<file path="src/rtl/optical_module_mgmt_pkg.sv">
// Constants, types and state layout of the optical module management port
package optical_module_mgmt_pkg;
  localparam logic [6:0] DEV_ID_MAP = 7'h50;
  localparam logic [6:0] DEV_DIAG_MAP = 7'h51;
  localparam int MEM_AW = 9;
  localparam int NUM_MON = 5;
  localparam logic [7:0] DIAG_VALUE_BASE = 8'h60;
  localparam logic [7:0] DIAG_VALUE_LAST = 8'h69;
  localparam logic [7:0] DIAG_ALARM_BYTE = 8'h70;
  localparam logic [7:0] DIAG_WARN_BYTE = 8'h74;
  localparam logic [7:0] DIAG_USER_BASE = 8'h80;
  localparam logic [3:0] LAST_BIT = 4'h7;

  // Channel index: 0 temperature, 1 supply, 2 bias, 3 tx power, 4 rx power
  typedef logic [NUM_MON-1:0][15:0] mon_vec_t;
  localparam mon_vec_t ALARM_HI = {16'hFF00, 16'hFF00, 16'hFF00, 16'hFF00, 16'hFF00};
  localparam mon_vec_t WARN_HI = {16'hF000, 16'hF000, 16'hF000, 16'hF000, 16'hF000};
  localparam mon_vec_t WARN_LO = {16'h0200, 16'h0200, 16'h0200, 16'h0200, 16'h0200};
  localparam mon_vec_t ALARM_LO = {16'h0100, 16'h0100, 16'h0100, 16'h0100, 16'h0100};
  localparam mon_vec_t CAL_OFFSET = {16'h0010, 16'h0010, 16'h0010, 16'h0010, 16'h0010};

  typedef enum logic [2:0] {
    LS_IDLE, LS_DEV, LS_WADR, LS_WDATA, LS_RDATA, LS_ACK_OUT, LS_ACK_IN
  } link_state_e;

  typedef struct packed {
    logic scl_s1; logic scl_s2; logic scl_s3;
    logic sda_s1; logic sda_s2; logic sda_s3;
    logic flt_s1; logic flt_s2;
    logic off_s1; logic off_s2;
    logic det_s1; logic det_s2;
    link_state_e st;
    link_state_e ack_next;
    logic [3:0] cnt;
    logic [7:0] shreg;
    logic [7:0] ptr;
    logic map_diag;
    logic ack_phase;
    logic ack_ok;
    logic mem_we;
    logic [MEM_AW-1:0] mem_wadr;
    logic [7:0] mem_wdat;
    logic sda_o;
    logic sda_oe;
    logic pres_o;
    logic pres_oe;
    logic tx_fault;
    logic laser_on;
    logic rx_lost;
    logic rx_en;
    mon_vec_t reading;
    logic [2*NUM_MON-1:0] alarm;
    logic [2*NUM_MON-1:0] warn;
  } mgmt_state_s;

  // Synchronisers start at the idle level of their pins: no false edge after reset,
  // and the transmitter stays off until the transmit-off pin has really been seen low
  localparam mgmt_state_s STATE_RST = '{pres_oe: 1'b1, st: LS_IDLE, ack_next: LS_IDLE,
                                        scl_s1: 1'b1, scl_s2: 1'b1, scl_s3: 1'b1,
                                        sda_s1: 1'b1, sda_s2: 1'b1, sda_s3: 1'b1,
                                        off_s1: 1'b1, off_s2: 1'b1, default: '0};
endpackage : optical_module_mgmt_pkg

</file>
<file path="src/rtl/mgmt_map_mem.sv">
// Byte memory holding both management maps, registered read data
`timescale 1ns/1ns
module mgmt_map_mem (
  input wire logic sys_clk,
  input wire logic we,
  input wire logic [optical_module_mgmt_pkg::MEM_AW-1:0] waddr,
  input wire logic [7:0] wdata,
  input wire logic [optical_module_mgmt_pkg::MEM_AW-1:0] raddr,
  output logic [7:0] rdata
);
  logic [7:0] mem [0:(1 << optical_module_mgmt_pkg::MEM_AW)-1];

  always_ff @(posedge sys_clk) begin
    if (we) begin
      mem[waddr] <= wdata;
    end
    rdata <= mem[raddr];
  end
endmodule : mgmt_map_mem

</file>
<file path="src/rtl/optical_module_mgmt_port.sv">
// Management port of the optical module: two-wire slave, status pins, diagnostics
//
// Behaviour
// - Fault output high while laser fault present
// - Transmitter off while transmit-off input high
// - Presence pin held at ground always
// - Signal-lost output high when no signal
// - Answer address 1010000X, 256-byte identification map
// - Diagnostic map at 1010001X, identification map unchanged
// - Sample on clock rise; write unprotected only
// - Change driven data on clock fall
// - Data line bidirectional; start/stop by host
// - Byte words, single or sequential access
// - Live readings of five monitors readable
// - Alarm and warning flags outside range
// - Internal calibration by default, external selectable
// - Received data passes while signal present
// - Signal-lost: 0 normal, 1 lost
`timescale 1ns/1ns
module optical_module_mgmt_port (
  input wire logic sys_clk,
  input wire logic rst_n,
  input wire logic id_link_clock_pin,
  input wire logic id_link_data_pin_i,
  output logic id_link_data_pin_o,
  output logic id_link_data_pin_oe,
  output logic presence_pin_o,
  output logic presence_pin_oe,
  input wire logic tx_off_pin,
  input wire logic laser_fault,
  output logic tx_fault,
  output logic laser_on,
  input wire logic signal_detect,
  output logic rx_signal_lost,
  output logic rx_data_enable,
  input wire logic cal_external,
  input wire optical_module_mgmt_pkg::mon_vec_t monitor_raw,
  output logic [2*optical_module_mgmt_pkg::NUM_MON-1:0] alarm_flags,
  output logic [2*optical_module_mgmt_pkg::NUM_MON-1:0] warn_flags
);
  optical_module_mgmt_pkg::mgmt_state_s r;
  optical_module_mgmt_pkg::mgmt_state_s d;
  optical_module_mgmt_pkg::mon_vec_t cal_w;
  logic [2*optical_module_mgmt_pkg::NUM_MON-1:0] alarm_w;
  logic [2*optical_module_mgmt_pkg::NUM_MON-1:0] warn_w;
  logic [7:0] mem_rdata;
  logic [7:0] rd_byte;
  logic [7:0] in_byte;
  logic scl_rise;
  logic scl_fall;
  logic bus_start;
  logic bus_stop;
  logic [7:0] voff;

  function automatic logic writable(input logic [optical_module_mgmt_pkg::MEM_AW-1:0] a);
    writable = a[8] && (a[7:0] >= optical_module_mgmt_pkg::DIAG_USER_BASE);
  endfunction : writable

  // Per channel calibration and range flags; flags follow the reported value
  for (genvar k = 0; k < optical_module_mgmt_pkg::NUM_MON; k++) begin : g_mon
    assign cal_w[k] = cal_external ? monitor_raw[k] :
                      16'(monitor_raw[k] + optical_module_mgmt_pkg::CAL_OFFSET[k]);
    assign alarm_w[9-2*k] = cal_w[k] > optical_module_mgmt_pkg::ALARM_HI[k];
    assign alarm_w[8-2*k] = cal_w[k] < optical_module_mgmt_pkg::ALARM_LO[k];
    assign warn_w[9-2*k] = cal_w[k] > optical_module_mgmt_pkg::WARN_HI[k];
    assign warn_w[8-2*k] = cal_w[k] < optical_module_mgmt_pkg::WARN_LO[k];
  end

  mgmt_map_mem u_mem (
    .sys_clk(sys_clk),
    .we(r.mem_we),
    .waddr(r.mem_wadr),
    .wdata(r.mem_wdat),
    .raddr({r.map_diag, r.ptr}),
    .rdata(mem_rdata)
  );

  // Edges seen on the second and third stages only
  assign scl_rise = r.scl_s2 & ~r.scl_s3;
  assign scl_fall = ~r.scl_s2 & r.scl_s3;
  assign bus_start = r.scl_s2 & r.scl_s3 & ~r.sda_s2 & r.sda_s3;
  assign bus_stop = r.scl_s2 & r.scl_s3 & r.sda_s2 & ~r.sda_s3;
  assign in_byte = {r.shreg[6:0], r.sda_s2};
  assign voff = r.ptr - optical_module_mgmt_pkg::DIAG_VALUE_BASE;

  // Live values overlay the stored diagnostic map so reads are never stale
  always_comb begin
    rd_byte = mem_rdata;
    if (r.map_diag && r.ptr >= optical_module_mgmt_pkg::DIAG_VALUE_BASE &&
        r.ptr <= optical_module_mgmt_pkg::DIAG_VALUE_LAST) begin
      rd_byte = voff[0] ? r.reading[voff[3:1]][7:0] : r.reading[voff[3:1]][15:8];
    end else if (r.map_diag && r.ptr == optical_module_mgmt_pkg::DIAG_ALARM_BYTE) begin
      rd_byte = r.alarm[9:2];
    end else if (r.map_diag && r.ptr == optical_module_mgmt_pkg::DIAG_ALARM_BYTE + 8'h01) begin
      rd_byte = {r.alarm[1:0], 6'h00};
    end else if (r.map_diag && r.ptr == optical_module_mgmt_pkg::DIAG_WARN_BYTE) begin
      rd_byte = r.warn[9:2];
    end else if (r.map_diag && r.ptr == optical_module_mgmt_pkg::DIAG_WARN_BYTE + 8'h01) begin
      rd_byte = {r.warn[1:0], 6'h00};
    end
  end

  always_comb begin
    d = r;
    d.scl_s1 = id_link_clock_pin;
    d.scl_s2 = r.scl_s1;
    d.scl_s3 = r.scl_s2;
    d.sda_s1 = id_link_data_pin_i;
    d.sda_s2 = r.sda_s1;
    d.sda_s3 = r.sda_s2;
    d.flt_s1 = laser_fault;
    d.flt_s2 = r.flt_s1;
    d.off_s1 = tx_off_pin;
    d.off_s2 = r.off_s1;
    d.det_s1 = signal_detect;
    d.det_s2 = r.det_s1;
    d.tx_fault = r.flt_s2;
    d.laser_on = ~r.off_s2;
    d.rx_lost = ~r.det_s2;
    d.rx_en = r.det_s2;
    d.pres_o = 1'b0;
    d.pres_oe = 1'b1;
    d.sda_o = 1'b0;
    d.reading = cal_w;
    d.alarm = alarm_w;
    d.warn = warn_w;
    d.mem_we = 1'b0;
    if (bus_start) begin
      d.st = optical_module_mgmt_pkg::LS_DEV;
      d.cnt = 4'h0;
      d.sda_oe = 1'b0;
    end else if (bus_stop) begin
      d.st = optical_module_mgmt_pkg::LS_IDLE;
      d.sda_oe = 1'b0;
    end else begin
      case (r.st)
        optical_module_mgmt_pkg::LS_DEV, optical_module_mgmt_pkg::LS_WADR,
        optical_module_mgmt_pkg::LS_WDATA: begin
          if (scl_rise) begin
            d.shreg = in_byte;
            d.cnt = r.cnt + 4'h1;
            if (r.cnt == optical_module_mgmt_pkg::LAST_BIT) begin
              d.cnt = 4'h0;
              d.ack_phase = 1'b0;
              d.st = optical_module_mgmt_pkg::LS_ACK_OUT;
              d.ack_next = optical_module_mgmt_pkg::LS_WDATA;
              if (r.st == optical_module_mgmt_pkg::LS_DEV) begin
                if (in_byte[7:1] == optical_module_mgmt_pkg::DEV_ID_MAP ||
                    in_byte[7:1] == optical_module_mgmt_pkg::DEV_DIAG_MAP) begin
                  d.map_diag = in_byte[1];
                  d.ack_next = in_byte[0] ? optical_module_mgmt_pkg::LS_RDATA :
                               optical_module_mgmt_pkg::LS_WADR;
                end else begin
                  d.st = optical_module_mgmt_pkg::LS_IDLE;
                end
              end else if (r.st == optical_module_mgmt_pkg::LS_WADR) begin
                d.ptr = in_byte;
              end else begin
                d.mem_we = writable({r.map_diag, r.ptr});
                d.mem_wadr = {r.map_diag, r.ptr};
                d.mem_wdat = in_byte;
                d.ptr = r.ptr + 8'h01;
              end
            end
          end
        end
        optical_module_mgmt_pkg::LS_ACK_OUT: begin
          if (scl_fall && !r.ack_phase) begin
            d.sda_oe = 1'b1;
            d.ack_phase = 1'b1;
          end else if (scl_fall) begin
            d.sda_oe = 1'b0;
            d.st = r.ack_next;
            if (r.ack_next == optical_module_mgmt_pkg::LS_RDATA) begin
              d.shreg = rd_byte;
              d.sda_oe = ~rd_byte[7];
            end
          end
        end
        optical_module_mgmt_pkg::LS_RDATA: begin
          if (scl_rise) begin
            d.cnt = r.cnt + 4'h1;
            if (r.cnt == optical_module_mgmt_pkg::LAST_BIT) begin
              d.cnt = 4'h0;
              d.ack_phase = 1'b0;
              d.ptr = r.ptr + 8'h01;
              d.st = optical_module_mgmt_pkg::LS_ACK_IN;
            end
          end else if (scl_fall && r.cnt != 4'h0) begin
            d.shreg = {r.shreg[6:0], 1'b0};
            d.sda_oe = ~r.shreg[6];
          end
        end
        optical_module_mgmt_pkg::LS_ACK_IN: begin
          if (scl_fall && !r.ack_phase) begin
            d.sda_oe = 1'b0;
            d.ack_phase = 1'b1;
          end else if (scl_rise && r.ack_phase) begin
            d.ack_ok = ~r.sda_s2;
          end else if (scl_fall) begin
            // A missing acknowledge ends the read; the host then sends a stop
            d.st = r.ack_ok ? optical_module_mgmt_pkg::LS_RDATA : optical_module_mgmt_pkg::LS_IDLE;
            d.shreg = rd_byte;
            d.sda_oe = r.ack_ok & ~rd_byte[7];
          end
        end
        default: begin
          d.sda_oe = 1'b0;
        end
      endcase
    end
  end

  always_ff @(posedge sys_clk) begin
    if (!rst_n) begin
      r <= optical_module_mgmt_pkg::STATE_RST;
    end else begin
      r <= d;
    end
  end

  assign id_link_data_pin_o = r.sda_o;
  assign id_link_data_pin_oe = r.sda_oe;
  assign presence_pin_o = r.pres_o;
  assign presence_pin_oe = r.pres_oe;
  assign tx_fault = r.tx_fault;
  assign laser_on = r.laser_on;
  assign rx_signal_lost = r.rx_lost;
  assign rx_data_enable = r.rx_en;
  assign alarm_flags = r.alarm;
  assign warn_flags = r.warn;
endmodule : optical_module_mgmt_port

</file>
<file path="config.mk">
export PLATFORM = sky130hd
export DESIGN_NAME = optical_module_mgmt_port
export DESIGN_NICKNAME = d
export VERILOG_FILES = /design/src/rtl/optical_module_mgmt_pkg.sv /design/src/rtl/mgmt_map_mem.sv /design/src/rtl/optical_module_mgmt_port.sv
export SDC_FILE = /design/constraint.sdc
export NUM_CORES = 2
export LEC_CHECK = 0
export BUFFER_PORTS_ARGS = -buffer_cell sky130_fd_sc_hd__buf_4
export CAP_MARGIN = 20
export CELL_PAD_IN_SITES_DETAIL_PLACEMENT = 1
export CELL_PAD_IN_SITES_GLOBAL_PLACEMENT = 2
export CORE_AREA = 2 2 653 655
export CTS_CLUSTER_DIAMETER = 150
export DETAILED_ROUTE_END_ITERATION = 16
export DIE_AREA = 0 0 655 657
export HOLD_SLACK_MARGIN = 0.02
export PLACE_DENSITY_LB_ADDON = 0.1
export SYNTH_ARGS = -nofsm -noshare
export SYNTH_HDL_FRONTEND = slang
export SYNTH_HIERARCHICAL = 1
export SYNTH_SLANG_ARGS = --single-unit
</file>
<file path="constraint.sdc">
create_clock -name sys_clk -period 18.8 [get_ports sys_clk]
set_input_delay 2.82 -clock sys_clk [delete_from_list [all_inputs] [get_ports sys_clk]]
set_output_delay 2.82 -clock sys_clk [all_outputs]
set_load 0.02 [all_outputs]
</file>
==> impl_results.rst <==
.. list-table::
   :header-rows: 1

   * - Metric
     - Value
   * - Outcome
     - finished clean
   * - Iteration-0 DRC Markers
     - a little under 9000
   * - Max-Cap Viols
     - 0
   * - Routed wl met3
     - about 30000 µm
   * - Final ANT Viol Nets
     - 0
   * - Static Leak
     - 57.0 nW
   * - Half-perimeter wire length after detailed placement
     - between 300000 and 400000 µm
   * - Most area-hungry cell type in the Yosys netlist
     - sky130_fd_sc_hd__edfxtp_1
   * - Final number of hold-violating endpoints
     - 0
   * - Met2 routed WL
     - approximately 250000 µm
   * - EDFF count, synth
     - ~4100
   * - Category of the worst setup path launch point
     - register
   * - Post-Route Setup TNS
     - 0 ns
   * - Routed WL per cell
     - approximately 34 µm
   * - Post-Route Skew
     - 0.0625 ns
   * - Post-CTS Setup Repair Bufs
     - 0
   * - GPL Wtd Cong
     - between 0.8 and 0.9
   * - Aggregate global-route resource usage
     - 0.235
   * - Worst slew slack as a fraction of its limit
     - 0.130
   * - Via count of the first global-routing pass
     - a little over 90000
   * - Most common library cells after synthesis
     - sky130_fd_sc_hd__edfxtp_1 (4096), sky130_fd_sc_hd__mux2i_1 (831), sky130_fd_sc_hd__nor2_1 (694), sky130_fd_sc_hd__mux4_2 (656), sky130_fd_sc_hd__o221ai_1 (372)
   * - H-Tree Level Count
     - 5
   * - Vias
     - about 90000
   * - Routed wire length
     - just over 500000 µm
   * - Total DRC errors in the routed layout
     - 0
   * - Clock transition at the registers of the reported paths
     - ~0.060 ns
   * - Peak clock frequency supported by timing
     - around 140 MHz
   * - Post-synthesis cell area
     - 169000 µm²
   * - Final core utilization
     - 0.450
   * - Cell at the root of the clock tree
     - sky130_fd_sc_hd__clkbuf_16
   * - RSZ-0062 raised after global routing
     - no
   * - Register-to-register setup slack
     - between 10 and 15 ns
   * - Top metal layer carrying routed signals
     - met5
   * - Number of buffers on the longest clock path
     - 4
   * - Yosys cell types
     - 86
   * - Arrival time of data at the critical path endpoint
     - 7.84 ns
   * - Cells after synthesis
     - a little over 9000
   * - Wire length of the first global-routing pass
     - roughly 730000 µm
   * - Die height
     - between 600 and 700 µm
   * - Path type of the worst setup path
     - register to register
   * - Slew at the pin closest to its max-slew limit
     - roughly 1.3 ns
   * - Filler cell count in the final layout
     - between 30000 and 40000
   * - Largest fanout on the critical path
     - around 110
   * - Pin count of the biggest net entering global routing
     - approximately 190
   * - Most used flip-flop cell after synthesis
     - sky130_fd_sc_hd__edfxtp_1
   * - Core footprint
     - 423000 µm²
   * - CP dominant cell by count
     - sky130_fd_sc_hd__buf_4
   * - Sinks on Clock Net
     - between 4000 and 5000
   * - Max-slew violations
     - 0
   * - Share of cells above drive strength 1
     - 0.181
   * - Worst min-delay path category
     - register to register
   * - Async SR Flop Fraction
     - 0
   * - Worst Reg-to-Reg Cells
     - 11
   * - Launch instance of the worst min-delay path
     - r[157]
   * - FF-to-FF Start
     - r[129]
   * - Synth-to-Final Area Change
     - 12.9%
   * - Number of antenna violations at the first check in global routing
     - 32
   * - CP max stage cell
     - sky130_fd_sc_hd__buf_4
   * - TritonCTS clock tree
     - built
   * - Resized cells post-CTS
     - 0
   * - Port Buffers
     - about 110
   * - Fraction of synthesized cell area taken by the top area cell type
     - 0.730
   * - Row cnt
     - about 240
   * - Final setup fails
     - 0
   * - Overall die width
     - about 660 µm
   * - Ratio of routed vias to standard cells
     - a little under 6
   * - Syn avg cell area
     - 18.6 µm²
   * - Final Net Count
     - approximately 9400
   * - Number of warning messages in the yosys log
     - 6
   * - Ratio of total power to cell area
     - 101 nW/µm²
   * - Largest vdd supply drop
     - 0.0000820 V
   * - Endpoint required time on the critical path
     - just under 20 ns
   * - Sequential area share after synthesis
     - 0.750
   * - Post-route fraction of the period consumed by the critical path
     - 0.368
   * - Cell with the most instances after synthesis
     - sky130_fd_sc_hd__edfxtp_1
   * - Time the final worst path needs with I/O delays and setup
     - approximately 6.9 ns
   * - Die outline area
     - between 400000 and 500000 µm²
   * - Starting Density
     - 0.399
   * - Worst-skew pair later-pin latency
     - 1.01 ns
   * - Cells along the critical path
     - buf_4 > buf_12 > buf_4 > buf_4 > mux2i_1 > o221ai_1 > nor3_1 > nor4_1 > o311ai_0 > nor4_1 > o2111a_1
   * - Met1 wire length
     - ~230000 µm
   * - Number of ports placed on the die boundary
     - approximately 120
   * - Kind of end point of the critical path
     - register
   * - Number of stages on the worst hold path
     - 1
   * - Residual overflow from global routing
     - 0
   * - RR Endpoint
     - u_mem/rdata[7]
   * - Drt first pass iters
     - 6
   * - Number of hold-repair buffers added at the cts stage
     - 0
   * - CTS Buf Count
     - around 460
   * - Largest cells by area after synthesis
     - sky130_fd_sc_hd__edfxtp_1 (73%), sky130_fd_sc_hd__mux4_2 (8.8%), sky130_fd_sc_hd__mux2i_1 (4.9%)
   * - Crit-path max cell delay
     - slightly below 0.9 ns
   * - Endpoint of the worst hold-timing path
     - laser_on
   * - Flip-flop and latch count after synthesis
     - roughly 4300
-- flip-flops by register name (all words and copies together), names as in the netlist --
signal / count
rx_signal_lost: 1
id_link_data_pin_oe: 1
warn_flags: 10
d: 9
u_mem/mem: 4096
r: 122
rx_data_enable: 1
laser_on: 1
tx_fault: 1
alarm_flags: 10
u_mem/rdata: 8
in_byte: 7
-- metal layers --
metal	global-route usage	vias to the layer above
li1	-	37600
met1	0.340	49100
met2	0.381	2620
met3	0.0353	546
met4	0.0448	2
met5	0	-
-- how the worst max path moves through the flow --
stage                                 end  depth (start not counted)  startpoint  slack, ns
after CTS                  u_mem/rdata[7]                         11      r[129]      11.72
after detailed placement   u_mem/rdata[7]                         11      r[129]      11.79
final                      u_mem/rdata[7]                         11      r[129]      11.88
after floorplan           u_mem/mem[0][0]                          0      r[108]      10.78
after global routing       u_mem/rdata[7]                         11      r[129]      11.42
after global placement     u_mem/rdata[4]                         10      r[129]      11.54
-- kinds of logic (layout without fill, tap and decap cells) --
kind of cell,after synthesis,after routing,synth area share
flip-flops,4267,4267,0.750
multiplexers,1497,1497,0.138
AND/OR/NAND/NOR,1406,1406,0.0385
AO/OA/AOI/OAI,1209,1209,0.0494
buffers and inverters,615,1204,0.0205
XOR/XNOR,64,64,0.00332
adder cells (fa/ha/maj),11,11,0.000816
other,2,14,0.0000445
-- power breakdown --
| part | total, mW | internal, mW | switching (mW) |
|---|---|---|---|
| Sequential | 10.3 | 10.3 | 0.00815 |
| Clock | 8.85 | 5.09 | 3.76 |
| Combinational | 0.0876 | 0.0363 | 0.0513 |
-- per-stage QoR --
step                cells  total power [mW]  hold WS, ns  setup slack (ns)  area [µm²]
floorplan            9072              10.5        0.363             10.78      169000
global placement    14400              10.6        0.374             11.54      175000
detailed placement  14500              10.6        0.380             11.79      175000
CTS                 15300              19.4        0.390             11.72      190000
global route        15300              19.7        0.397             11.42      190000
finish              15300              19.2        0.386             11.88      190000
-- critical path, delay by kind of cell (launching register included) --
family	cells	cell delay, ns
buffers and inverters	4	2.88
AND/OR/NAND/NOR	3	1.58
AO/OA/AOI/OAI	3	1.00
flip-flops	1	0.87
multiplexers	1	0.19
-- cell usage in the layout (no fill, tap or decap), drive strengths merged, types with 13 or more instances in the layout --
cell type and count:
nor3 127, edfxtp 4096, buf 347, and2 63
clkinv 195, clkinvlp 13, a31oi 16, nand2 215
xnor2 37, dfxtp 171, nand2b 29, clkbuf 584
bufinv 37, o21ai 164, a211oi 24, a21oi 276
a22oi 74, nor2b 17, xor2 27, nand3 60
nor3b 14, nor2 696, nand3b 16, and3 15
mux2i 831, o31ai 15, mux4 656, o22ai 189
inv 28, o221ai 373, nor4 49, nand4 48
-- layout make-up --
type	instances	area, µm²	area share
multi-input cells	4190	39100	0.205
clock inverters	257	2370	0.0124
flip-flops and latches	4267	126000	0.665
inverters	16	70.1	0.000368
repair buffers	348	2950	0.0155
well taps	5663	7090	0.0372
clock buffers	583	12200	0.0644
diodes	11	27.5	0.000145
No activity file was read; power rests on OpenSTA's default activity.
